`config.mk`:
```
export PLATFORM = sky130hd
export DESIGN_NAME = guest_state_entry_check
export DESIGN_NICKNAME = d
export VERILOG_FILES = /design/src/entry_check_pkg.sv /design/src/guest_state_entry_check.sv /design/src/ip_check.sv /design/src/flags_check.sv
export SDC_FILE = /design/constraint.sdc
export NUM_CORES = 1
export LEC_CHECK = 0
export BUFFER_PORTS_ARGS = -buffer_cell sky130_fd_sc_hd__clkbuf_2
export CORE_AREA = 4 4 118 120
export CTS_CLUSTER_DIAMETER = 60
export DETAILED_ROUTE_END_ITERATION = 7
export DIE_AREA = 0 0 122 124
export HOLD_SLACK_MARGIN = 0.08
export PLACE_DENSITY = 0.75
export SETUP_SLACK_MARGIN = 0.1
export SYNTH_ARGS = -nofsm -noshare
export SYNTH_HDL_FRONTEND = slang
export SYNTH_SLANG_ARGS = --single-unit
```
`constraint.sdc`:
```
create_clock -name hclk -period 1.65 [get_ports hclk]
set_input_delay 0.165 -clock hclk [delete_from_list [all_inputs] [get_ports hclk]]
set_output_delay 0.165 -clock hclk [all_outputs]
set_load 0.02 [all_outputs]
```
`src/entry_check_pkg.sv`:
```
// Shared constants and carriers for the guest state entry checker
package entry_check_pkg;

    // ========================================================
    // Guest field layout
    localparam int GUEST_W = 64;
    localparam int IP_HIGH_LSB = 32;
    localparam int CS_WIDE_CODE_BIT = 13;
    localparam int FLAGS_RSVD_LSB = 22;
    localparam int FLAGS_RSVD_MSB_64 = 63;
    localparam int FLAGS_RSVD_MSB_32 = 31;
    localparam int FLAGS_RSVD_B15 = 15;
    localparam int FLAGS_RSVD_B5 = 5;
    localparam int FLAGS_RSVD_B3 = 3;
    localparam int FLAGS_ONE_BIT = 1;
    localparam int FLAGS_V86_BIT = 17;
    localparam int FLAGS_IF_BIT = 9;
    localparam int EVT_VALID_BIT = 31;
    localparam int EVT_TYPE_MSB = 10;
    localparam int EVT_TYPE_LSB = 8;
    localparam logic [2:0] EVT_TYPE_EXT_INT = 3'h0;
    localparam int DEF_LIN_ADDR_W = 48;

    // ========================================================
    // Identification query
    localparam logic [31:0] IDENT_LEAF_ADDR_SIZE = 32'h80000008;
    localparam int ACC_LIN_W_LSB = 8;
    localparam int ACC_LIN_W_MSB = 15;

    // ========================================================
    // Register map and bus
    localparam int ADDR_DEC_W = 8;
    localparam logic [7:0] REG_STATUS = 8'h00;
    localparam logic [7:0] REG_MASK = 8'h04;
    localparam logic [7:0] REG_IDENT_LEAF = 8'h08;
    localparam logic [7:0] REG_ACCUMULATOR = 8'h0c;
    localparam logic [7:0] REG_LAST_CAUSE = 8'h10;
    localparam int STAT_PASS_BIT = 0;
    localparam int STAT_FAIL_BIT = 1;
    localparam int STAT_CAUSE_LSB = 2;
    localparam int STAT_W = 7;
    localparam int HTRANS_ACTIVE_BIT = 1;
    localparam logic HRESP_OKAY = 1'b0;
    localparam logic [STAT_W-1:0] STAT_RESET = 7'h00;
    localparam logic [31:0] WORD_ZERO = 32'h00000000;

    // ========================================================
    // Carriers
    typedef struct packed {
        logic [GUEST_W-1:0] guest_instr_pointer;
        logic [GUEST_W-1:0] guest_flags_field;
        logic long_guest;
        logic [31:0] cs_access;
        logic [31:0] event_info;
    } guest_state_s;

    typedef struct packed {
        logic ip_high;
        logic ip_canon;
        logic flags_rsvd;
        logic v86;
        logic if_clear;
    } check_result_s;

endpackage

```
`src/guest_state_entry_check.sv`:
```
// Guest state entry checker with AHB-Lite registers and interrupt
//
// Chosen here: the address map and register access over AHB-Lite.
`timescale 1ns/100ps
module guest_state_entry_check #(
    parameter int LIN_ADDR_W = entry_check_pkg::DEF_LIN_ADDR_W,
    parameter bit SUPPORT_64 = 1'b1
) (
    // Clock and reset
    input wire logic hclk,
    input wire logic hresetn,
    // AHB-Lite slave
    input wire logic hsel,
    input wire logic [31:0] haddr,
    input wire logic [1:0] htrans,
    input wire logic hwrite,
    input wire logic [2:0] hsize,
    input wire logic [31:0] hwdata,
    input wire logic hready,
    output logic [31:0] hrdata,
    output logic hreadyout,
    output logic hresp,
    // Entry sequencer
    input wire logic entry_req,
    input wire entry_check_pkg::guest_state_s guest_state,
    output logic entry_done,
    output logic entry_fail,
    output entry_check_pkg::check_result_s entry_cause,
    // Interrupt
    output logic irq
);
    import entry_check_pkg::*;

    check_result_s cause_now;
    logic wide_code;
    logic [STAT_W-1:0] status;
    logic [STAT_W-1:0] next_status;
    logic [STAT_W-1:0] mask;
    logic [STAT_W-1:0] next_mask;
    logic [31:0] ident_leaf;
    logic [31:0] next_ident_leaf;
    logic [31:0] ident_accum;
    logic [31:0] next_ident_accum;
    logic next_entry_done;
    logic next_entry_fail;
    check_result_s next_entry_cause;
    logic dp_write;
    logic next_dp_write;
    logic [ADDR_DEC_W-1:0] dp_addr;
    logic [ADDR_DEC_W-1:0] next_dp_addr;
    logic [31:0] next_hrdata;
    logic take;
    logic rd_clear;
    logic [STAT_W-1:0] set_bits;

    // ========================================================
    // Field checks
    assign wide_code = guest_state.cs_access[CS_WIDE_CODE_BIT];

    ip_check #(
        .LIN_ADDR_W(LIN_ADDR_W),
        .SUPPORT_64(SUPPORT_64)
    ) u_ip_check (
        .guest_instr_pointer(guest_state.guest_instr_pointer),
        .long_guest(guest_state.long_guest),
        .wide_code(wide_code),
        .high_fail(cause_now.ip_high),
        .canon_fail(cause_now.ip_canon)
    );

    flags_check #(
        .SUPPORT_64(SUPPORT_64)
    ) u_flags_check (
        .guest_flags_field(guest_state.guest_flags_field),
        .long_guest(guest_state.long_guest),
        .event_info(guest_state.event_info),
        .rsvd_fail(cause_now.flags_rsvd),
        .v86_fail(cause_now.v86),
        .if_fail(cause_now.if_clear)
    );

    // ========================================================
    // Verdict to sequencer
    always_comb begin
        next_entry_done = entry_req;
        next_entry_fail = entry_fail;
        next_entry_cause = entry_cause;
        if (entry_req) begin
            next_entry_fail = (cause_now != '0);
            next_entry_cause = cause_now;
        end
    end

    always_ff @(posedge hclk or negedge hresetn) begin
        if (!hresetn) begin
            entry_done <= 1'b0;
            entry_fail <= 1'b0;
            entry_cause <= '0;
        end else begin
            entry_done <= next_entry_done;
            entry_fail <= next_entry_fail;
            entry_cause <= next_entry_cause;
        end
    end

    // ========================================================
    // Bus address and data phase
    // Zero wait states: answers never stretch the sequencer path
    assign hreadyout = 1'b1;
    assign hresp = HRESP_OKAY;
    assign take = hsel && htrans[HTRANS_ACTIVE_BIT] && hready;
    assign rd_clear = take && !hwrite && (haddr[ADDR_DEC_W-1:0] == REG_STATUS);

    always_comb begin
        next_dp_write = take && hwrite;
        next_dp_addr = take ? haddr[ADDR_DEC_W-1:0] : dp_addr;
        next_hrdata = hrdata;
        if (take && !hwrite) begin
            unique case (haddr[ADDR_DEC_W-1:0])
                REG_STATUS: next_hrdata = {{(32-STAT_W){1'b0}}, status};
                REG_MASK: next_hrdata = {{(32-STAT_W){1'b0}}, mask};
                REG_IDENT_LEAF: next_hrdata = ident_leaf;
                REG_ACCUMULATOR: next_hrdata = ident_accum;
                REG_LAST_CAUSE: next_hrdata = {{(32-$bits(check_result_s)){1'b0}}, entry_cause};
                default: next_hrdata = WORD_ZERO;
            endcase
        end
    end

    always_ff @(posedge hclk or negedge hresetn) begin
        if (!hresetn) begin
            dp_write <= 1'b0;
            dp_addr <= '0;
            hrdata <= WORD_ZERO;
        end else begin
            dp_write <= next_dp_write;
            dp_addr <= next_dp_addr;
            hrdata <= next_hrdata;
        end
    end

    // ========================================================
    // Software registers
    always_comb begin
        next_mask = mask;
        next_ident_leaf = ident_leaf;
        if (dp_write && (dp_addr == REG_MASK)) begin
            next_mask = hwdata[STAT_W-1:0];
        end
        if (dp_write && (dp_addr == REG_IDENT_LEAF)) begin
            next_ident_leaf = hwdata;
        end
        next_ident_accum = WORD_ZERO;
        if (ident_leaf == IDENT_LEAF_ADDR_SIZE) begin
            next_ident_accum[ACC_LIN_W_MSB:ACC_LIN_W_LSB] = LIN_ADDR_W[ACC_LIN_W_MSB-ACC_LIN_W_LSB:0];
        end
    end

    always_ff @(posedge hclk or negedge hresetn) begin
        if (!hresetn) begin
            mask <= STAT_RESET;
            ident_leaf <= WORD_ZERO;
            ident_accum <= WORD_ZERO;
        end else begin
            mask <= next_mask;
            ident_leaf <= next_ident_leaf;
            ident_accum <= next_ident_accum;
        end
    end

    // ========================================================
    // Sticky status and interrupt
    // Set wins over read clear so no verdict is lost
    always_comb begin
        set_bits = '0;
        set_bits[STAT_PASS_BIT] = entry_req && (cause_now == '0);
        set_bits[STAT_FAIL_BIT] = entry_req && (cause_now != '0);
        set_bits[STAT_W-1:STAT_CAUSE_LSB] = entry_req ? cause_now : '0;
        next_status = (rd_clear ? STAT_RESET : status) | set_bits;
    end

    always_ff @(posedge hclk or negedge hresetn) begin
        if (!hresetn) begin
            status <= STAT_RESET;
        end else begin
            status <= next_status;
        end
    end

    assign irq = |(status & mask);
endmodule // guest_state_entry_check

```
`src/ip_check.sv`:
```
// Instruction pointer width and canonical form check
`timescale 1ns/100ps
module ip_check #(
    parameter int LIN_ADDR_W = entry_check_pkg::DEF_LIN_ADDR_W,
    parameter bit SUPPORT_64 = 1'b1
) (
    // Guest pointer and code mode
    input wire logic [entry_check_pkg::GUEST_W-1:0] guest_instr_pointer,
    input wire logic long_guest,
    input wire logic wide_code,
    // Verdicts
    output logic high_fail,
    output logic canon_fail
);
    import entry_check_pkg::*;

    // ========================================================
    // Upper half
    // Upper half zero
    assign high_fail = SUPPORT_64 && !(long_guest && wide_code)
        && (guest_instr_pointer[GUEST_W-1:IP_HIGH_LSB] != '0);

    // ========================================================
    // Canonical bits
    generate
        if (LIN_ADDR_W < GUEST_W) begin : g_canon
            logic [GUEST_W-LIN_ADDR_W-1:0] top_bits;
            assign top_bits = guest_instr_pointer[GUEST_W-1:LIN_ADDR_W];
            assign canon_fail = SUPPORT_64 && long_guest && wide_code && !((&top_bits) || !(|top_bits));
        end else begin : g_full
            // Full width: nothing to compare
            assign canon_fail = 1'b0;
        end
    endgenerate

endmodule // ip_check

```
`src/flags_check.sv`:
```
// Guest flags reserved, mode and interrupt-enable check
`timescale 1ns/100ps
module flags_check #(
    parameter bit SUPPORT_64 = 1'b1
) (
    // Guest flags and context
    input wire logic [entry_check_pkg::GUEST_W-1:0] guest_flags_field,
    input wire logic long_guest,
    input wire logic [31:0] event_info,
    // Verdicts
    output logic rsvd_fail,
    output logic v86_fail,
    output logic if_fail
);
    import entry_check_pkg::*;

    logic upper_set;
    logic ext_int;

    // ========================================================
    // Reserved bits
    // Upper reserved span shrinks without 64-bit support
    assign upper_set = SUPPORT_64 ? (guest_flags_field[FLAGS_RSVD_MSB_64:FLAGS_RSVD_LSB] != '0)
                                  : (guest_flags_field[FLAGS_RSVD_MSB_32:FLAGS_RSVD_LSB] != '0);
    assign rsvd_fail = upper_set || guest_flags_field[FLAGS_RSVD_B15] || guest_flags_field[FLAGS_RSVD_B5]
        || guest_flags_field[FLAGS_RSVD_B3] || !guest_flags_field[FLAGS_ONE_BIT];

    // ========================================================
    // Mode and injection
    // No virtual-8086 long
    assign v86_fail = SUPPORT_64 && long_guest && guest_flags_field[FLAGS_V86_BIT];
    assign ext_int = event_info[EVT_VALID_BIT] && (event_info[EVT_TYPE_MSB:EVT_TYPE_LSB] == EVT_TYPE_EXT_INT);
    assign if_fail = ext_int && !guest_flags_field[FLAGS_IF_BIT];

endmodule // flags_check

```
==> results.cfg <==
[run_status]
outcome = complete, but fails checks
violations = negative setup slack

[job]
maxCapViolations = 0

[cts]
cts_buffers = 9
cts_tree = yes
cts_setup_buffers = 0
clkSlewWorstSetupHoldPaths_ns = 0.06
cts_root_buf = clkbuf_16
clkLatencyLatePin_ns = 0.34
htree_levels = 3
cts_sinks = 95
ctsLongestPathBuffers = 2

[global_route]
grt_pass1_vias = 3941
grt_start_max_net_pins = 41
use_met1_pct = 19.14
globalRouteMet2Util_pct = 28.42
busiest_layer = met2
track_usage_pct = 16.12
grtUsageMet3_pct = 3.588
grt_antenna_before_repair = 0
grt_pass1_wl_mm = 18.90
grt_overflow_total = 0

[yosys]
synthSimpleGateAreaFrac_pct = 20.61
synthDistinctLibCells = 36
syn_area_mm2 = 0.004164
synth_top_family_by_area = simple AND/OR/NAND/NOR gates
synthFlopType = dfrtp_1
yosysSeqAreaShare_pct = 57.09
synth_xor_area_share_pct = 0
synth_compound_area_share_pct = 6.430
ys_ff_latch = 95
synth_mux_area_share_pct = 12.98
syn_avg_cell_area_um2 = 11.53
synthAdderAreaFrac_pct = 0
synth_cells = 361
synthArstFlopShare_pct = 100.0
yosys_warnings = 0
synth.net_count = 629
synth_edf_count = 0

[critical_path]
crit_slowest_cell = or4b_4
crit_arrival_ns = 2.10
critical_path_class = reg2reg
worst_ep_required_time_ns = 1.87
cp_max_fo = 32
crit_buf_inv = 1
cp-start-kind = register
crit_chain = or4b_4, nor4_4, nand3b_4, buf_12, mux2_2
endpoint_kind = register
crit_family = simple AND/OR/NAND/NOR gates
slowest_delay_ns = 0.54

[sta]
finalSetupViolCount = 39
period_share_pct = 113.8
drv_slew = 0
final.setup_skew_ns = 0.005809
hold_viol = 0
fmax_mhz = 532.8
fin_crit_ns = 1.877
worst_slack_ns = -0.2270
grt_setup_unrepaired = yes

[final_layout]
layout.nets = 853
antenna_cells = 0
area_delta_synth_final_pct = 45.16
fin_util_pct = 46.57
drive_gt1_share_pct = 45.93
design_area_mm2 = 0.006045
mostFrequentLayoutCell = clkbuf_2
nFillCells = 1168
mostFrequentLayoutCells = clkbuf_2, dfrtp_1, nand2_1

[detailed_routing]
drc_errors = 0
first_iter_violations = 249
wirelength_mm = 12.39
final_antenna_net_count = 0
num_vias = 3775
vias_per_cell = 4.928
wl_per_cell_um = 16.18
drtPass1Iterations = 5

[power_and_ir_drop]
powerDensity_mw_per_mm2 = 881.4
p_leak_nw = 3.034
ir_worst_vdd_mv = 0.5248

[die]
core_area_mm2 = 0.01298
fp.dieH_um = 124
die_area_mm2 = 0.01513
die_w_um = 122
ios = 310
fp-row-count = 42
initial_core_util_pct = 32.08

[placement]
place_congestion = 0.9363
dpl-instance-area_mm2 = 0.005370
io_buffers = 172
dp_hpwl_mm = 9.743

[min_path]
worstHoldPathType = in2reg
[cells in the mapped netlist, types with 7 or more instances]
cell / number / area [um^2]
o21ai_0: 9 / 45.04
clkbuf_1: 7 / 26.28
dfrtp_1: 95 / 2377
a21oi_1: 8 / 40.04
nand2_1: 67 / 251.5
a222oi_1: 8 / 80.08
mux2_2: 48 / 540.5
nor4_1: 28 / 175.2
nand3_1: 26 / 130.1
nand4_1: 9 / 56.30
[final timing paths]
check                            from            end  slack, ns  cells past startpoint
max reg2reg                dp_addr[4]  ident_leaf[8]      -0.23                      5
min reg2reg                hrdata[23]     hrdata[23]       0.47                      2
max                        dp_addr[4]  ident_leaf[8]      -0.23                      5
min in group asynchronous     hresetn     hrdata[17]       0.26                      2
max in group asynchronous     hresetn     hrdata[25]       0.79                      3
min                         hwdata[5]        mask[5]       0.09                      2
[flip-flops by register name, indices dropped and copies added, names as in the netlist]
| name | flops |
|---|---|
| entry_fail | 1 |
| status | 7 |
| ident_leaf | 32 |
| hrdata | 32 |
| entry_cause | 5 |
| dp_addr | 8 |
| dp_write | 1 |
| entry_done | 1 |
| mask | 7 |
| ident_accum | 1 |
[kinds of logic (layout without fill, tap and decap cells)]
group           count (synthesis)  after routing
compound gates                 38             38
buf+inv                        21            250
flops                          95             95
simple gates                  157            157
other cells                     2              2
mux                            48             48
[layout make-up]
type                       instances  area (um^2)  area share, %
multi-input combinational        245         1693          28.01
clock buffer                      12        246.5          4.078
tap                              176        220.2          3.643
inverter                           6        22.52         0.3726
sequential                        95         2377          39.33
clock inverter                     4        77.57          1.283
timing repair buffer             228         1408          23.29
[where the power goes]
| part | internal [mW] | switching, mW | leakage, nW |
|---|---|---|---|
| sequential | 2.45 | 0.101 | 1.18 |
| combinational | 0.305 | 0.237 | 1.70 |
| clock | 1.38 | 0.856 | 0.157 |
[stage by stage]
stage	instances	hold WS [ns]	worst slack, ns	TNS [ns]	total power, mW
2_1_floorplan	361	-0.1306	-0.1535	-4.802	2.755
3_3_place_gp	717	0.07851	-0.1895	-8.340	3.049
3_5_place_dp	717	0.08399	-0.2287	-10.45	3.073
4_1_cts	766	0.08259	-0.2414	-8.703	5.379
5_1_grt	766	0.08742	-0.2965	-10.64	5.538
6_report	766	0.09375	-0.2270	-8.009	5.328
[layer usage]
| layer | up-vias | routed length [um] |
|---|---|---|
| met1 | 1781 | 5047 |
| met4 | 0 | 357 |
| met2 | 195 | 6010 |
| li1 | 1769 | - |
| met3 | 30 | 975 |
| met5 | - | 0 |
[repair_timing]
item                       in CTS  in global routing
gates resized for setup         3                  2
setup endpoints to repair      40                 41
pin swaps                       2                  1
hold endpoints to repair      107                  0
hold buffers                   33                  0
Note: power is estimated with default switching activity, not from simulation.
